### src/umff_cfg.svh
`ifndef UMFF_CFG_SVH
`define UMFF_CFG_SVH
`define UMFF_MAC_W 48
`define UMFF_BYTE_W 8
`define UMFF_HASH_W 6
`define UMFF_HASH_N 64
`define UMFF_WAKE_LEN 16
`define UMFF_HDR_BYTES 6
`define UMFF_BCAST 48'hffff_ffff_ffff
`define UMFF_GRP_BIT 40
`define UMFF_LLC_OFF 14
`define UMFF_LLC_CTL_OFF 16
`define UMFF_LLC_TEST 8'he3
`define UMFF_LLC_XID 8'haf
`define UMFF_LLC_PF_MASK 8'hef
`define UMFF_MGMT_MAC_RST 48'h02_00_00_00_00_02
`define UMFF_HOST_MAC_RST 48'h02_00_00_00_00_01
`define UMFF_CNT_W 11
`endif

### src/umff_pkg.sv
package umff_pkg;
   typedef logic [47:0] umff_mac_t;
   typedef logic [7:0] umff_byte_t;
   typedef enum logic [1:0] {
      umff_dest_drop,
      umff_dest_host,
      umff_dest_mgmt
   } umff_dest_t;
   typedef enum logic [1:0] {
      umff_cmd_none,
      umff_cmd_host_grp,
      umff_cmd_wake_pat,
      umff_cmd_read_mac
   } umff_cmd_t;
endpackage

### src/umff_frame_if.sv
interface umff_frame_if;
   logic valid;
   logic first;
   logic last;
   logic [7:0] data;
   modport src (output valid, output first, output last, output data);
   modport dst (input valid, input first, input last, input data);
endinterface

### src/umff_hdr_cap.sv
`include "umff_cfg.svh"
// gathers the destination address from the first bytes of a frame
module umff_hdr_cap (
   input wire logic clk_sys,
   input wire logic rst,
   umff_frame_if.dst fr,
   output umff_pkg::umff_mac_t dest,
   output logic dest_done,
   output logic [`UMFF_CNT_W-1:0] idx
);
   import umff_pkg::*;
   always_ff @(posedge clk_sys or posedge rst) begin
      if (rst) begin
         idx <= '0;
      end else if (fr.valid) begin
         idx <= fr.last ? '0 : (fr.first ? `UMFF_CNT_W'(1) : idx + `UMFF_CNT_W'(1));
      end
   end
   always_ff @(posedge clk_sys or posedge rst) begin
      if (rst) begin
         dest <= '0;
      end else if (fr.valid && (fr.first || idx < `UMFF_CNT_W'(`UMFF_HDR_BYTES))) begin
         dest <= {dest[39:0], fr.data};
      end
   end
   always_ff @(posedge clk_sys or posedge rst) begin
      if (rst) begin
         dest_done <= 1'b0;
      end else begin
         dest_done <= fr.valid && !fr.first && idx == `UMFF_CNT_W'(`UMFF_HDR_BYTES - 1);
      end
   end
endmodule

### src/umff_wake_match.sv
`include "umff_cfg.svh"
// compares frame bytes against a host-written wake pattern under a byte mask
module umff_wake_match (
   input wire logic clk_sys,
   input wire logic rst,
   input wire logic [`UMFF_CNT_W-1:0] idx,
   input wire logic byte_vld,
   input wire logic frame_first,
   input wire logic [7:0] data,
   input wire logic [`UMFF_WAKE_LEN*8-1:0] pattern,
   input wire logic [`UMFF_WAKE_LEN-1:0] mask,
   output logic ok
);
   logic hit;
   logic [`UMFF_CNT_W-1:0] pos;
   always_comb begin
      pos = frame_first ? '0 : idx;
      hit = 1'b1;
      if (pos < `UMFF_CNT_W'(`UMFF_WAKE_LEN) && mask[pos[3:0]]) begin
         hit = (pattern[pos[3:0]*8 +: 8] == data);
      end
   end
   always_ff @(posedge clk_sys or posedge rst) begin
      if (rst) begin
         ok <= 1'b0;
      end else if (byte_vld) begin
         ok <= (frame_first ? 1'b1 : ok) & hit;
      end
   end
endmodule

### src/umff_forwarder.sv
// What this block does
// hold two distinct 48-bit addresses; equal values are not refused, only flagged on addr_clash
// host-facing address matches unicast toward host
// management address selects own endpoint traffic
// frames to host-facing address go over usb
// broadcast frames always go to host
// multicast passes only if operator filter allows
// host may narrow multicast with own filter
// host cannot read or change operator filter
// wake pattern match while asleep triggers resume
// management-address frames never reach host
// host outbound data frames go to cable
// no pass-everything mode exists
// test and xid to host passed untouched
// 802.3 and dix frames carried unaltered
// no network-layer processing, transparent pass
// ethernet frames use cdc data interface
// host may read host-facing address
// anything else downstream is discarded
`include "umff_cfg.svh"
module umff_forwarder (
   // clock and reset
   input wire logic clk_sys,
   input wire logic rst,
   // downstream bytes from the cable side
   input wire logic dn_valid,
   input wire logic dn_first,
   input wire logic dn_last,
   input wire logic [7:0] dn_data,
   // bytes toward the usb data-class interface
   output logic host_valid,
   output logic host_first,
   output logic host_last,
   output logic [7:0] host_data,
   // bytes toward the management endpoint
   output logic mgmt_valid,
   output logic mgmt_first,
   output logic mgmt_last,
   output logic [7:0] mgmt_data,
   // upstream bytes from the usb data-class interface, and their copy toward the cable
   input wire logic up_valid,
   input wire logic up_first,
   input wire logic up_last,
   input wire logic up_is_data,
   input wire logic [7:0] up_data,
   output logic cab_valid,
   output logic cab_first,
   output logic cab_last,
   output logic [7:0] cab_data,
   // operator-side configuration, not reachable from the host
   input wire umff_pkg::umff_mac_t cfg_host_mac,
   input wire umff_pkg::umff_mac_t cfg_mgmt_mac,
   input wire logic cfg_load,
   input wire logic [`UMFF_HASH_N-1:0] op_grp_allow,
   // host management commands
   input wire logic cmd_valid,
   input wire umff_pkg::umff_cmd_t cmd_op,
   input wire logic [`UMFF_HASH_W-1:0] cmd_grp_idx,
   input wire logic cmd_grp_en,
   input wire logic [`UMFF_WAKE_LEN*8-1:0] cmd_pattern,
   input wire logic [`UMFF_WAKE_LEN-1:0] cmd_mask,
   input wire logic cmd_wake_en,
   output logic rsp_valid,
   output umff_pkg::umff_mac_t rsp_mac,
   // host power state and resume request
   input wire logic host_asleep,
   output logic resume_req,
   // status
   output logic addr_clash,
   output logic llc_to_host
);
   import umff_pkg::*;

   // a latency of seven bytes, one past the six address bytes, is needed to know the destination
   localparam int DLY = `UMFF_HDR_BYTES + 1;

   umff_mac_t host_mac;
   umff_mac_t mgmt_mac;
   logic [`UMFF_HASH_N-1:0] host_grp_allow;
   logic [`UMFF_WAKE_LEN*8-1:0] wake_pat;
   logic [`UMFF_WAKE_LEN-1:0] wake_mask;
   logic wake_en;
   umff_dest_t dest_sel;
   umff_dest_t next_dest_sel;
   umff_mac_t dest;
   logic dest_done;
   logic [`UMFF_CNT_W-1:0] idx;
   logic wake_ok;
   logic [DLY-1:0] d_valid;
   logic [DLY-1:0] d_first;
   logic [DLY-1:0] d_last;
   logic [7:0] d_data [DLY];
   logic [7:0] llc_dsap;
   logic [7:0] llc_ctl;
   logic [`UMFF_HASH_W-1:0] grp_hash;

   umff_frame_if dn_if ();
   assign dn_if.valid = dn_valid;
   assign dn_if.first = dn_first;
   assign dn_if.last = dn_last;
   assign dn_if.data = dn_data;

   umff_hdr_cap u_hdr (
      .clk_sys(clk_sys),
      .rst(rst),
      .fr(dn_if),
      .dest(dest),
      .dest_done(dest_done),
      .idx(idx)
   );

   umff_wake_match u_wake (
      .clk_sys(clk_sys),
      .rst(rst),
      .idx(idx),
      .byte_vld(dn_valid),
      .frame_first(dn_first),
      .data(dn_data),
      .pattern(wake_pat),
      .mask(wake_mask),
      .ok(wake_ok)
   );

   // addresses loaded from operator configuration only
   always_ff @(posedge clk_sys or posedge rst) begin
      if (rst) begin
         host_mac <= `UMFF_HOST_MAC_RST;
         mgmt_mac <= `UMFF_MGMT_MAC_RST;
      end else if (cfg_load) begin
         host_mac <= cfg_host_mac;
         mgmt_mac <= cfg_mgmt_mac;
      end
   end

   // equal addresses are not refused; flag them
   always_ff @(posedge clk_sys or posedge rst) begin
      if (rst) begin
         addr_clash <= 1'b0;
      end else begin
         addr_clash <= (host_mac == mgmt_mac);
      end
   end

   // host-owned group filter; operator filter is an input only
   always_ff @(posedge clk_sys or posedge rst) begin
      if (rst) begin
         host_grp_allow <= '1;
      end else if (cmd_valid && cmd_op == umff_cmd_host_grp) begin
         host_grp_allow[cmd_grp_idx] <= cmd_grp_en; // see
      end
   end

   // host-owned wake pattern of 16 bytes with its byte mask
   always_ff @(posedge clk_sys or posedge rst) begin
      if (rst) begin
         wake_pat <= '0;
         wake_mask <= '0;
         wake_en <= 1'b0;
      end else if (cmd_valid && cmd_op == umff_cmd_wake_pat) begin
         wake_pat <= cmd_pattern;
         wake_mask <= cmd_mask;
         wake_en <= cmd_wake_en;
      end
   end

   // address read answers; only the host-facing address is returned
   always_ff @(posedge clk_sys or posedge rst) begin
      if (rst) begin
         rsp_valid <= 1'b0;
         rsp_mac <= '0;
      end else begin
         rsp_valid <= cmd_valid && cmd_op == umff_cmd_read_mac;
         if (cmd_valid && cmd_op == umff_cmd_read_mac) begin
            rsp_mac <= host_mac;
         end
      end
   end

   // group hash from the low six bits of the last address byte
   assign grp_hash = dest[`UMFF_HASH_W-1:0];

   // destination decision, once the address is known
   always_comb begin
      next_dest_sel = dest_sel;
      if (dest_done) begin
         next_dest_sel = umff_dest_drop; // see
         if (dest == mgmt_mac) begin
            next_dest_sel = umff_dest_mgmt; // see
         end else if (dest == host_mac) begin
            next_dest_sel = umff_dest_host; // see
         end else if (dest == `UMFF_BCAST) begin
            next_dest_sel = umff_dest_host;
         end else if (dest[`UMFF_GRP_BIT] && op_grp_allow[grp_hash] && host_grp_allow[grp_hash]) begin
            next_dest_sel = umff_dest_host; // see
         end
      end
   end

   always_ff @(posedge clk_sys or posedge rst) begin
      if (rst) begin
         dest_sel <= umff_dest_drop;
      end else begin
         dest_sel <= next_dest_sel;
      end
   end

   // delay line holding the header while the decision is made
   always_ff @(posedge clk_sys or posedge rst) begin
      if (rst) begin
         d_valid <= '0;
         d_first <= '0;
         d_last <= '0;
      end else begin
         d_valid <= {d_valid[DLY-2:0], dn_valid};
         d_first <= {d_first[DLY-2:0], dn_valid & dn_first};
         d_last <= {d_last[DLY-2:0], dn_valid & dn_last};
      end
   end

   always_ff @(posedge clk_sys) begin
      d_data[0] <= dn_data;
      for (int i = 1; i < DLY; i++) begin
         d_data[i] <= d_data[i-1];
      end
   end

   // bytes leave unchanged, so any framing or payload is untouched
   always_ff @(posedge clk_sys or posedge rst) begin
      if (rst) begin
         host_valid <= 1'b0;
         host_first <= 1'b0;
         host_last <= 1'b0;
         host_data <= '0;
      end else begin
         host_valid <= d_valid[DLY-1] && dest_sel == umff_dest_host; // see
         host_first <= d_first[DLY-1];
         host_last <= d_last[DLY-1];
         host_data <= d_data[DLY-1]; // see see
      end
   end

   always_ff @(posedge clk_sys or posedge rst) begin
      if (rst) begin
         mgmt_valid <= 1'b0;
         mgmt_first <= 1'b0;
         mgmt_last <= 1'b0;
         mgmt_data <= '0;
      end else begin
         mgmt_valid <= d_valid[DLY-1] && dest_sel == umff_dest_mgmt;
         mgmt_first <= d_first[DLY-1];
         mgmt_last <= d_last[DLY-1];
         mgmt_data <= d_data[DLY-1];
      end
   end

   // watch llc fields of host frames; such frames are only passed on
   always_ff @(posedge clk_sys or posedge rst) begin
      if (rst) begin
         llc_dsap <= '0;
         llc_ctl <= '0;
      end else if (dn_valid) begin
         if (idx == `UMFF_CNT_W'(`UMFF_LLC_OFF)) begin
            llc_dsap <= dn_data;
         end
         if (idx == `UMFF_CNT_W'(`UMFF_LLC_CTL_OFF)) begin
            llc_ctl <= dn_data & `UMFF_LLC_PF_MASK;
         end
      end
   end

   always_ff @(posedge clk_sys or posedge rst) begin
      if (rst) begin
         llc_to_host <= 1'b0;
      end else begin
         llc_to_host <= dn_valid && dn_last && dest_sel == umff_dest_host && dest == host_mac
                        && (llc_ctl == `UMFF_LLC_TEST || llc_ctl == `UMFF_LLC_XID);
      end
   end

   // resume when a matching frame ends while the host sleeps
   always_ff @(posedge clk_sys or posedge rst) begin
      if (rst) begin
         resume_req <= 1'b0;
      end else begin
         resume_req <= wake_en && host_asleep && d_last[0] && wake_ok && dest_sel == umff_dest_host;
      end
   end

   // upstream: data-class frames go to the cable unchanged
   always_ff @(posedge clk_sys or posedge rst) begin
      if (rst) begin
         cab_valid <= 1'b0;
         cab_first <= 1'b0;
         cab_last <= 1'b0;
         cab_data <= '0;
      end else begin
         cab_valid <= up_valid && up_is_data; // see
         cab_first <= up_first;
         cab_last <= up_last;
         cab_data <= up_data;
      end
   end
endmodule

### config.mk
export PLATFORM = sky130hd
export DESIGN_NAME = umff_forwarder
export DESIGN_NICKNAME = d
export VERILOG_FILES = /design/src/umff_pkg.sv /design/src/umff_frame_if.sv /design/src/umff_hdr_cap.sv /design/src/umff_wake_match.sv /design/src/umff_forwarder.sv
export VERILOG_INCLUDE_DIRS = /design/src
export SDC_FILE = /design/constraint.sdc
export NUM_CORES = 1
export LEC_CHECK = 0
export ABC_CLOCK_PERIOD_IN_PS = 17690
export BUFFER_PORTS_ARGS = -buffer_cell sky130_fd_sc_hd__buf_2
export CORE_UTILIZATION = 46
export DETAILED_ROUTE_END_ITERATION = 6
export PLACE_DENSITY = 0.68
export SKIP_CTS_REPAIR_TIMING = 1
export SLEW_MARGIN = 10
export SYNTH_ARGS = -nofsm -noshare
export SYNTH_HDL_FRONTEND = slang
export SYNTH_HIERARCHICAL = 1
export SYNTH_SLANG_ARGS = --single-unit
export TNS_END_PERCENT = 100
### constraint.sdc
create_clock -name clk_sys -period 17.69 [get_ports clk_sys]
set_clock_uncertainty 0.05 [all_clocks]
set_input_delay 1.769 -clock clk_sys [delete_from_list [all_inputs] [get_ports clk_sys]]
set_output_delay 1.769 -clock clk_sys [all_outputs]
set_load 0.01 [all_outputs]
# Word-level counts from Yosys, hierarchy flattened
# Memory sizes are Yosys's and may differ from the RTL's. A register that Yosys moved wholly into a read port is not among the register bits.
# Index checks and enable logic that the tools add are counted.
[op_classes]
reduce_logical = 25
n_mul = 0
add_sub_neg = 1
n_mux = 18
n_bitwise = 3
eq_ne = 14
n_lt_le_gt_ge = 6
shifts = 1
div_mod_pow = 0
[op_table]
columns = ["op", "count"]
rows = [
  ["48-bit equality test", 3],
  ["128-bit by 8-bit indexed part select with 8-bit output", 1],
  ["64-bit bitwise mux", 1],
  ["48-bit equality test, second input constant", 1],
  ["11-bit two-way mux", 3],
  ["1-bit logical AND", 21],
  ["7-bit equality test, second input constant", 2],
  ["6-bit by 7-bit less-than comparator with 1-bit output, second input constant", 2],
  ["1-bit binary-select mux with 6-bit select", 2],
  ["11-bit by 1-bit adder with 11-bit output, second input constant", 1],
  ["11-bit by 3-bit equality test with 1-bit output, second input constant", 1],
  ["11-bit by 5-bit equality test with 1-bit output, second input constant", 1],
  ["11-bit by 3-bit less-than comparator with 1-bit output, second input constant", 1],
  ["11-bit by 5-bit less-than comparator with 1-bit output, second input constant", 1],
  ["1-bit two-way mux", 9],
  ["8-bit equality test", 1],
  ["1-bit demux with 6-bit select", 1],
  ["2-bit equality test, second input constant", 3],
  ["6-bit by 1-bit >= comparator with 1-bit output, second input constant", 1],
  ["4-bit by 5-bit less-than comparator with 1-bit output, second input constant", 1],
  ["1-bit binary-select mux with 4-bit select", 1],
  ["2-bit by 1-bit equality test with 1-bit output, second input constant", 2],
  ["1-bit bitwise AND", 3],
  ["1-bit logical OR", 2],
  ["other kinds (3)", 3],
]
[word_totals]
latchBits = 0
regBits = 463
rom_bits = 0
elab_cells = 97
output_inout_bits = 85
memories = 1
mem_bits_rw = 56
inputBits = 342
[mem_list]
columns = ["memory", "words", "width", "read_ports", "rd_clocked_by_memory_dff", "wr", "line", "rtl"]
rows = [
  ["d_data", 7, 8, 7, 1, 7, "umff_forwarder.sv:92", "logic [7:0] d_data [DLY];"],
]

# Logic depth before layout (Yosys ltp)
# Gate-level depths: netlist (run 1).
[depth]
word_depth = 8
depth_mapped = 10
ltp_nobuf = 7

# Cells and area by module
# Netlist (run 1), hierarchy kept.
[by_module_without_submodules]
columns = ["module", "seq_area_each_um2", "n_inst", "area_per_inst_um2", "cells_each"]
rows = [
  ["umff_forwarder", 11466.0, 1, 18823.1, 1353],
  ["umff_hdr_cap", 1501.4, 1, 4142.7, 508],
  ["umff_wake_match", 25.0, 1, 1686.6, 204],
]

# Least setup slack after synthesis (run 1)
# OpenSTA, ideal clock, no wires.
[synth_path]
kind = "input -> register"
startpoint = "input port dn_first"
endpoint = "register u_wake.ok"
path_slack_ns = 14.177
cell_stages = 10
setup_ns = 0.084
path_buffers = 3
arrival_ns = 3.379
path_cell_list = "buf_4 > and3b_1 > buf_2 > buf_2 > a21oi_1 > o221a_2 > o21a_1 > nor4b_1 > nand4_1 > a41oi_2"
[synth_via]
elab_chain_len = 6
[synth_rtl]
columns = ["element", "line", "rtl"]
rows = [
  ["start: declaration", "umff_forwarder.sv:27", "input wire logic dn_first,"],
  ["branches (longest 5 deep; another with 128-bit by 8-bit indexed part select with 8-bit output)", "n/a", ""],
  ["1-bit bitwise AND *", "umff_wake_match.sv:27", "ok <= (frame_first ? 1'b1 : ok) & hit;"],
  ["end signal: assignment", "umff_wake_match.sv:27", ""],
  ["end: declaration", "umff_wake_match.sv:12", "output logic ok"],
]
# Every way passes the cells marked *. The select of a mux whose other input is x is not followed.
# A chain may end at the register's enable or synchronous reset.

# Final worst setup path (run 1)
[layout_path]
startpoint = "input port cmd_valid"
endpoint = "register wake_pat[56]"
[layout_via]
elab_chain_len = 1
[layout_rtl]
columns = ["element", "line", "rtl"]
rows = [
  ["start: declaration", "umff_forwarder.sv:56", "input wire logic cmd_valid,"],
  ["1-bit logical AND", "umff_forwarder.sv:159", "end else if (cmd_valid && cmd_op == umff_cmd_wake_pat) begin"],
  ["end signal: assignment", "umff_forwarder.sv:160", "wake_pat <= cmd_pattern;"],
  ["end: declaration", "umff_forwarder.sv:80", "logic [`UMFF_WAKE_LEN*8-1:0] wake_pat;"],
]
# Every way passes these cells.

==> results of run 1 <==
flip-flops by register name, summed over array words and instances, names as in the netlist, 2 cells and up:
| register | flops |
|---|---|
| wake_pat | 128 |
| host_grp_allow | 64 |
| d_data | 56 |
| host_mac | 48 |
| mgmt_mac | 48 |
| rsp_mac | 48 |
| u_hdr/dest | 48 |
| wake_mask | 16 |
| u_hdr/idx | 11 |
| cab_data | 8 |
| mgmt_data | 8 |
| d_first | 7 |
| d_last | 7 |
| d_valid | 7 |
| llc_ctl | 7 |
| dest_sel | 2 |
how the worst max path moves through the flow:
stage / cells after the start / slack, ns / to / from
finish: 5 / 13.95 / wake_pat[56] / cmd_valid
global route: 4 / 13.64 / mgmt_mac[22] / rst
CTS: 4 / 13.53 / mgmt_mac[31] / rst
floorplan: 1 / 4.58 / addr_clash / rst
global placement: 4 / 12.96 / mgmt_mac[19] / rst
detailed placement: 4 / 12.88 / mgmt_mac[31] / rst
kinds of logic (layout without fill, tap and decap cells):
family | Yosys count | count (layout) | share of synthesized area, %
buf+inv | 165 | 558 | 3.218
other cells | 0 | 7 | 0
fa+ha+maj | 2 | 2 | 0.1015
mux | 414 | 414 | 18.99
simple gates | 573 | 573 | 12.73
compound gates | 240 | 240 | 7.141
xor+xnor | 144 | 144 | 5.116
flops | 527 | 527 | 52.70
cell type report:
| type | count | share of cell area [%] |
|---|---|---|
| Clock inverter | 21 | 0.5095 |
| Inverter | 11 | 0.1684 |
| Clock buffer | 81 | 5.950 |
| Antenna cell | 7 | 0.06045 |
| Sequential cell | 527 | 44.86 |
| Tap cell | 688 | 2.971 |
| Multi-Input combinational cell | 1373 | 37.56 |
| Timing Repair Buffer | 445 | 7.924 |
worst reg2reg max path: cells and delay by family, from the launching register on:
kind,cells,cell delay (ns)
simple gates,3,0.49
flops,1,0.71
mux,1,0.43
compound gates,3,0.95
buf+inv,1,0.64
cells in the final DEF, fill, tap and decap left out, types with 16 or more instances in the layout:
master	instances
and3_1	41
mux2_2	384
or4_1	51
dfstp_2	68
nor3_1	16
nand2_1	137
nand2b_1	22
o211ai_1	19
nand4_1	35
nor2_1	46
xnor2_1	49
clkbuf_16	63
o21ai_0	48
a21oi_1	16
dfxtp_1	56
buf_4	19
buf_2	424
nand3_1	91
o21ai_1	22
nor2b_1	51
dfrtp_1	401
xor2_1	95
nor4_1	34
a221oi_1	61
power breakdown:
group          internal (uW)  switching [uW]  leakage, uW
Sequential              1370             174      0.00599
Combinational            285             253      0.00570
Clock                    692             491     0.000930
metal layers:
metal	up-vias	global-route usage (%)	part of all wire, %
li1	8231	-	-
met5	-	0	0.13
met2	640	42.13	49
met3	148	4.541	6.4
met4	14	9.761	3.5
met1	9121	32.01	41
per-stage QoR:
stage          hold WS [ns]  cells  util (%)
4_1_cts              0.2761   3146     54.86
3_5_place_dp         0.2621   3044     51.32
2_1_floorplan        0.2596   2065         -
5_1_grt              0.2768   3150     54.90
3_3_place_gp         0.2600   3044     51.32
6_report             0.2739   3153     54.92
==> run metrics, run 1 <==
Yosys top cell by area=dfrtp_1; critical path class=input port to register; Multi-input gate area=10,880 um2; min-delay worst type=register to register; Reg-to-Reg End=u_wake/ok; GRT Overall Usage=25.07%; layout cell share with drive strength beyond 1=41.70%; Leak=0.01262 uW; Cell Area, Placed=27,070 um2; initial antenna violation count=14; die area=54,520 um2; Chip Width=233.5 um; Main synth FF type=dfrtp_1; CTS max path bufs=3; drc violations=107; port buffer count=426; first-pass GRT wire length=104,200 um; Reg2Reg Setup Slack=14.34 ns; DR pass1 iterations=7; synthesis-to-finish area growth=17.54%; failing checks=DRC; Crit path top cell by count=buf_4; Core ar.=52,760 um2; detailed placer's ending HPWL=47,810 um; clock buffer count from CTS=56; Worst EP arrival=4.16 ns; Worst Hold Depth=0; buffers and inverters on the worst path=3; final instance area=28,980 um2; Crit path max-delay family=buffers and inverters; Worst-Skew Late Latency=0.61 ns; crit share post-route=21.14%; post-synth net total=2,409; Slew @ Worst Pin=1.165 ns; f_max=267.4 MHz; FF-to-FF path depth=8; maximum VDD drop=0.07952 mV; status=finished, violations left; post-synthesis cell type count=72; Reg area=13,000 um2; largest net degree at the start of global routing=183; CTS root buf=clkbuf_16; CP Max Fanout=86; Die H=233.5 um; CP Data Required Time=18.11 ns; Post-synth EDFFs=0; FP Rows=84; Syn. warnings=6; unrepaired setup endpoints after global routing=false; Max Cap Viol=0; # fillers=4,405; Initial DRC Count=1,612; most numerous cell in the Yosys netlist=dfrtp_1; vias in the first global route=18,040; Crit path largest cell delay=0.95 ns; CTS clk-pin slew, worst paths=0.06 ns; Initial Utilization=46.73%; post-synth top area share=40.91%; DRT Wirelength=69,720 um; CTS Sinks=527; final hold violations=0; Mapped Area=24,650 um2; main area contributors after synthesis=dfrtp_1 41%, mux2_2 18%, dfstp_2 7.2%; Seq cells post-synth=527; Design Power=3260 uW; GP Congestion=0.8972; final critical-path required period=3.740 ns; Worst Hold Path EP=d_data[6][3]; fin. max-slew vios=0; # nets final=2,758; setup slack after layout=13.95 ns; post-route ant nets=0; CP endpoint kind=register; FF-to-FF Start=u_hdr/idx[0]; worst path cell trace=buf_2 > nand3b_1 > buf_4 > buf_4 > mux2_2; top post-synthesis cells by count=403 x dfrtp_1, 384 x mux2_2, 137 x nand2_1, 95 x xor2_1, 92 x nand3_1; Post-synth ARST share=89.37%; Mapped Cells=2,065; TNS Setup=0 ns; final setup vio count=0; pre-CTS setup slack=12.88 ns; gr ovfl total=0; H-tree depth=2; Slew Limit Headroom=22.35%; synthesized area per cell=11.94 um2; boundary pin count=427; hold wc startpoint=d_data[5][3]; power per cell area=112.5 nW/um2; Vias/cell=5.758; sequential fraction of the synthesis area=52.70%; WL/cell=22.11 um; crit start category=input port; Crit-path slowest cell=buf_4; clock tree from TritonCTS=built; vias after detailed routing=18,150
Note: power is estimated with default switching activity, not from simulation.
==> run 2: changes to the inputs <==
--- a/config.mk
+++ b/config.mk
@@ -6,11 +6,11 @@
 export SDC_FILE = /design/constraint.sdc
 export NUM_CORES = 1
 export LEC_CHECK = 0
-export ABC_CLOCK_PERIOD_IN_PS = 17690
+export ABC_CLOCK_PERIOD_IN_PS = 3300
 export BUFFER_PORTS_ARGS = -buffer_cell sky130_fd_sc_hd__buf_2
 export CORE_UTILIZATION = 46
 export DETAILED_ROUTE_END_ITERATION = 6
-export PLACE_DENSITY = 0.68
+export PLACE_DENSITY = 0.7
 export SKIP_CTS_REPAIR_TIMING = 1
 export SLEW_MARGIN = 10
 export SYNTH_ARGS = -nofsm -noshare
==> constraint.sdc (replaced) <==
create_clock -name clk_sys -period 3.3 [get_ports clk_sys]
set_clock_uncertainty 0.05 [all_clocks]
set_input_delay 0.33 -clock clk_sys [delete_from_list [all_inputs] [get_ports clk_sys]]
set_output_delay 0.33 -clock clk_sys [all_outputs]
set_load 0.01 [all_outputs]
==> run 2 against run 1 <==
  * The run still ends with DRC left
  * Setup slack got worse by 13 ns
  * Sequential power rose to 5.5 times the previous value
  * Combinational power rose to 5.9 times the previous value
  * Cell count rose by 9.1%
  * First-iteration DRC count rose by 15%
  * Count of clock-buffer cells in the layout fell by 2
  * Critical endpoint is now u_wake/ok
  * Clock power rose to 5.6 times the previous value
  * Die area did not move
  * Worst hold slack got worse by 0.21 ns
  * Via count rose by 7.9%
==> run metrics, run 2 (synthesis gave the netlist of run 1 again) <==
clock buffer count from CTS=57; CTS root buf=clkbuf_16; min-delay worst type=input port to register; detailed placer's ending HPWL=51,690 um; crit share post-route=85.56%; layout cell share with drive strength beyond 1=38.27%; Regs by FF count=wake_pat x128, host_grp_allow x64, d_data x56; Leak=0.01389 uW; # fillers=4,040; Chip Width=233.5 um; gr ovfl total=0; buffers and inverters on the worst path=0; Slew @ Worst Pin=1.075 ns; unrepaired setup endpoints after global routing=false; Seq pwr share=46.3%; fin. max-slew vios=0; final critical-path required period=2.824 ns; CP endpoint kind=register; Worst EP arrival=3.31 ns; boundary pin count=427; Worst-Skew Late Latency=0.61 ns; CP Max Fanout=47; post-route ant nets=0; Reg area=13,000 um2; Design Power=18,140 uW; port buffer count=426; CTS clk-pin slew, worst paths=0.06 ns; FP Rows=84; Slew Limit Headroom=28.24%; Clock Power Share=36.2%; DRT Wirelength=78,090 um; vias after detailed routing=19,590; Crit path max-delay family=compound AO/OA/AOI/OAI gates; WL/cell=22.71 um; status=finished, violations left; Reg with most FFs=wake_pat; first-pass GRT wire length=107,400 um; most frequent cells in the layout=424 x buf_2, 401 x dfrtp_1, 384 x mux2_2; worst path cell trace=mux2_4 > a221oi_1 > o21a_1 > nor3_1 > nor4b_1 > nand4_1 > a41oi_2; final setup vio count=0; met2 Track Usage GR=43.77%; placed cell count=3,066; failing checks=DRC; Initial Utilization=46.73%; Sw Share=28.71%; # nets final=3,044; commonest non-fill, non-tap cell in the layout=buf_2; vias in the first global route=18,340; WHS=0.06482 ns; Crit path largest cell delay=0.81 ns; crit start category=register; Vias/cell=5.697; f_max=354.2 MHz; CTS max path bufs=3; CTS Sinks=527; DR pass1 iterations=7; synthesis-to-finish area growth=29.41%; cell internal pwr=12,940 uW; Core ar.=52,760 um2; met3 global-route usage=3.772%; Crit-path slowest cell=dfrtp_4; Non-Filler Instances=3,439; Initial DRC Count=1,847; die area=54,520 um2; maximum VDD drop=0.4494 mV; power per cell area=568.8 nW/um2; met1 GRT Util=33.27%; GRT Overall Usage=25.81%; combinational power share=17.5%; P_sw=5209 uW; H-tree depth=2; clock tree from TritonCTS=built; critical path class=register to register; final hold violations=0; Max Cap Viol=0; initial antenna violation count=3; GP Congestion=0.9391; Die H=233.5 um; largest net degree at the start of global routing=110; drc violations=52; final core utilization=60.47%; CP Data Required Time=3.79 ns; max reg flops=128; Top Usage Layer GRT=met2; Multi-input gate area=10,880 um2
-- run 2: metrics by stage --
step                setup TNS, ns  instance area, um2  worst slack, ns
floorplan                 -943.10               24660           -2.550
global placement                0               27310           0.5235
detailed placement              0               27310           0.4952
CTS                             0               29260           0.4656
global route                    0               31900           0.3348
finish                          0               31900           0.4765
-- run 2: cell type report --
class | instances | share of cell area, %
Sequential cell | 527 | 40.74
Clock inverter | 29 | 0.8942
Inverter | 11 | 0.1412
Timing Repair Buffer | 730 | 16.19
Tap cell | 688 | 2.698
Clock buffer | 79 | 5.212
Multi-Input combinational cell | 1373 | 34.11
Antenna cell | 2 | 0.01569
-- run 2: path summary, 6_finish.rpt --
| path | startpoint | endpoint | slack, ns | cells past startpoint |
|---|---|---|---|---|
| worst max-delay path | u_hdr/idx[0] | u_wake/ok | 0.48 | 7 |
| worst min-delay path | dn_valid | d_valid[0] | 0.06 | 1 |
| worst max register to register | u_hdr/idx[0] | u_wake/ok | 0.48 | 7 |
| worst min register to register | d_data[6][3] | mgmt_data[3] | 0.27 | 0 |
| max in group asynchronous | rst | host_grp_allow[8] | 1.88 | 4 |
| min in group asynchronous | rst | u_wake/ok | 0.11 | 3 |
-- run 2: power by group through the flow --
stage | clock [uW] | combinational (uW) | sequential, uW
floorplan | 0 | 2020 | 8030
global placement | 0 | 2770 | 8440
detailed placement | 0 | 2850 | 8470
CTS | 6690 | 2880 | 8360
global route | 6950 | 3430 | 8470
finish | 6570 | 3180 | 8400
-- run 2: layer usage --
| layer | vias to the layer above | wire length, um |
|---|---|---|
| li1 | 8811 | - |
| met1 | 9826 | 31160 |
| met2 | 783 | 39670 |
| met3 | 171 | 4364 |
| met4 | 0 | 2888 |
| met5 | - | 0 |
-- run 2: worst register-to-register path: stages (launching register included) --
cell and delay, ns:
dfrtp_4 0.81, mux2_4 0.38, a221oi_1 0.47, o21a_1 0.23, nor3_1 0.06, nor4b_1 0.34
nand4_1 0.18, a41oi_2 0.22
==> run 3: changes to the inputs <==
--- a/config.mk
+++ b/config.mk
@@ -7,10 +7,9 @@
 export NUM_CORES = 1
 export LEC_CHECK = 0
 export ABC_CLOCK_PERIOD_IN_PS = 3300
-export BUFFER_PORTS_ARGS = -buffer_cell sky130_fd_sc_hd__buf_2
 export CORE_UTILIZATION = 46
 export DETAILED_ROUTE_END_ITERATION = 6
-export PLACE_DENSITY = 0.7
+export DONT_BUFFER_PORTS = 1
 export SKIP_CTS_REPAIR_TIMING = 1
 export SLEW_MARGIN = 10
 export SYNTH_ARGS = -nofsm -noshare
==> run 3 against run 2 <==
  * The run ends with DRC, hold timing left
  * Critical endpoint unchanged
  * Sequential cell count is the same
  * Sequential power is essentially flat
  * Cell count shrank 9.2%
  * Design area shrank 3.0%
  * Fmax grew 1.2%
  * Clock power grew 1%
  * Register-to-register slack gained 0.03 ns
  * Largest cell class unchanged
  * Count of clock-buffer cells in the layout shrank 3
  * Setup slack gained 0.032 ns
  * Sequential share of layout area grew 1.3 points
  * Critical path type unchanged
==> run metrics, run 3 (synthesis gave the netlist of run 1 again) <==
Core ar.=52,760 um2; final hold violations=3; setup slack after layout=0.5089 ns; gr ovfl total=0; # nets final=2,726; critical path class=register to register; detailed placer's ending HPWL=48,340 um; FP Rows=84; Regs by FF count=wake_pat x128, host_grp_allow x64, d_data x56; Metal-1 WL=30,170 um; final critical-path required period=2.791 ns; H-tree depth=2; unrepaired setup endpoints after global routing=false; Worst EP arrival=3.27 ns; clock tree from TritonCTS=built; f_max=358.3 MHz; final instance area=30,950 um2; post-route ant nets=0; Initial Utilization=46.73%; boundary pin count=427; placed cell count=2,640; GRT Overall Usage=24.69%; first-pass GRT wire length=102,300 um; DR pass1 iterations=7; Reg with most FFs=wake_pat; CTS max path bufs=3; port buffer count=0; max reg flops=128; final setup vio count=0; TNS Setup=0 ns; clock buffer count from CTS=56; CP Max Fanout=56; Max Cap Viol=0; initial antenna violation count=5; Crit path largest cell delay=0.58 ns; failing checks=DRC, hold timing; Initial DRC Count=1,694; fin. max-slew vios=0; Cell Area, Placed=25,210 um2; vias after detailed routing=18,320; min-delay worst type=input port to register; power per cell area=581.5 nW/um2; pre-CTS setup slack=0.5411 ns; CTS clk-pin slew, worst paths=0.06 ns; Crit path max-delay family=compound AO/OA/AOI/OAI gates; CTS Sinks=527; Slew Limit Headroom=23.37%; status=finished, violations left; met3 routed WL=5162 um; GP Congestion=0.8763; Worst-Skew Late Latency=0.62 ns; met2 wire len=37,280 um; vias in the first global route=16,670; worst path cell trace=buf_12 > o21ba_2 > nor2_1 > o221a_2 > o21a_1 > nor4b_1 > nand4_1 > a41oi_2; CP Data Required Time=3.78 ns; WHS=-0.02748 ns; top sig layer=met4; die area=54,520 um2; largest net degree at the start of global routing=146; Chip Width=233.5 um; CTS root buf=clkbuf_16; synthesis-to-finish area growth=25.54%; maximum VDD drop=0.4741 mV; Slew @ Worst Pin=1.147 ns; Vias/cell=5.867; commonest non-fill, non-tap cell in the layout=dfrtp_1; DRT Wirelength=75,270 um; Crit-path slowest cell=dfrtp_4; buffers and inverters on the worst path=1; Non-Filler Instances=3,123; drc violations=100; most frequent cells in the layout=401 x dfrtp_1, 384 x mux2_2, 369 x dlygate4sd3_1; Leak=0.01268 uW; crit share post-route=84.58%; Die H=233.5 um; CP endpoint kind=register; layout cell share with drive strength beyond 1=25.79%; WL/cell=24.10 um; crit start category=register
[run 3: cell count changes in the layout (fill, tap and decap cells not counted), sizes merged]
| cell | change |
|---|---|
| bufinv | +3 |
| clkbuf | -3 |
| buf | -423 |
| clkinv | -5 |
| dlygate4sd3 | +106 |
| diode | +6 |
| clkinvlp | +2 |
| inv | -2 |
[run 3: power breakdown]
group | internal (uW) | switching, uW
Clock | 3970 | 2680
Combinational | 1700 | 1250
Sequential | 7320 | 1080
Total | 13000 | 5010
[run 3: path summary, 6_finish.rpt]
check / from / to / slack [ns] / cells after the start
min in group asynchronous: rst / u_wake/ok / 0.09 / 2
worst min register to register: d_data[6][0] / mgmt_data[0] / 0.25 / 0
max in group asynchronous: rst / host_grp_allow[23] / 1.76 / 4
worst max register to register: u_hdr/idx[0] / u_wake/ok / 0.51 / 8
worst min-delay path: dn_valid / u_hdr/dest[18] / -0.03 / 3
worst max-delay path: u_hdr/idx[0] / u_wake/ok / 0.51 / 8
[run 3: final cells by class]
cell class	instances	area, um2
repair buffers	413	4202
well taps	688	860.8
clock buffers	76	1609
fillers	4164	21810
clock inverters	27	340.3
diodes	8	20.02
flip-flops and latches	527	13000
inverters	11	45.04
multi-input cells	1373	10880
[run 3: stage by stage]
step                util, %  power [uW]
global route          58.65       18700
CTS                   51.48       17530
global placement      47.79       10760
finish                58.66       18000
detailed placement    47.79       10850
floorplan                 -       10050
[run 3: metal layers]
| metal | GRT usage [%] | vias up |
|---|---|---|
| met3 | 6.946 | 144 |
| met2 | 39.63 | 728 |
| met5 | 0 | - |
| met1 | 31.45 | 9292 |
| li1 | - | 8158 |
| met4 | 9.700 | 0 |
[run 3: tightest hold or removal path, stage by stage]
cell      delay (ns)
and3_1          0.13
a221oi_1        0.05
nand3_1         0.08
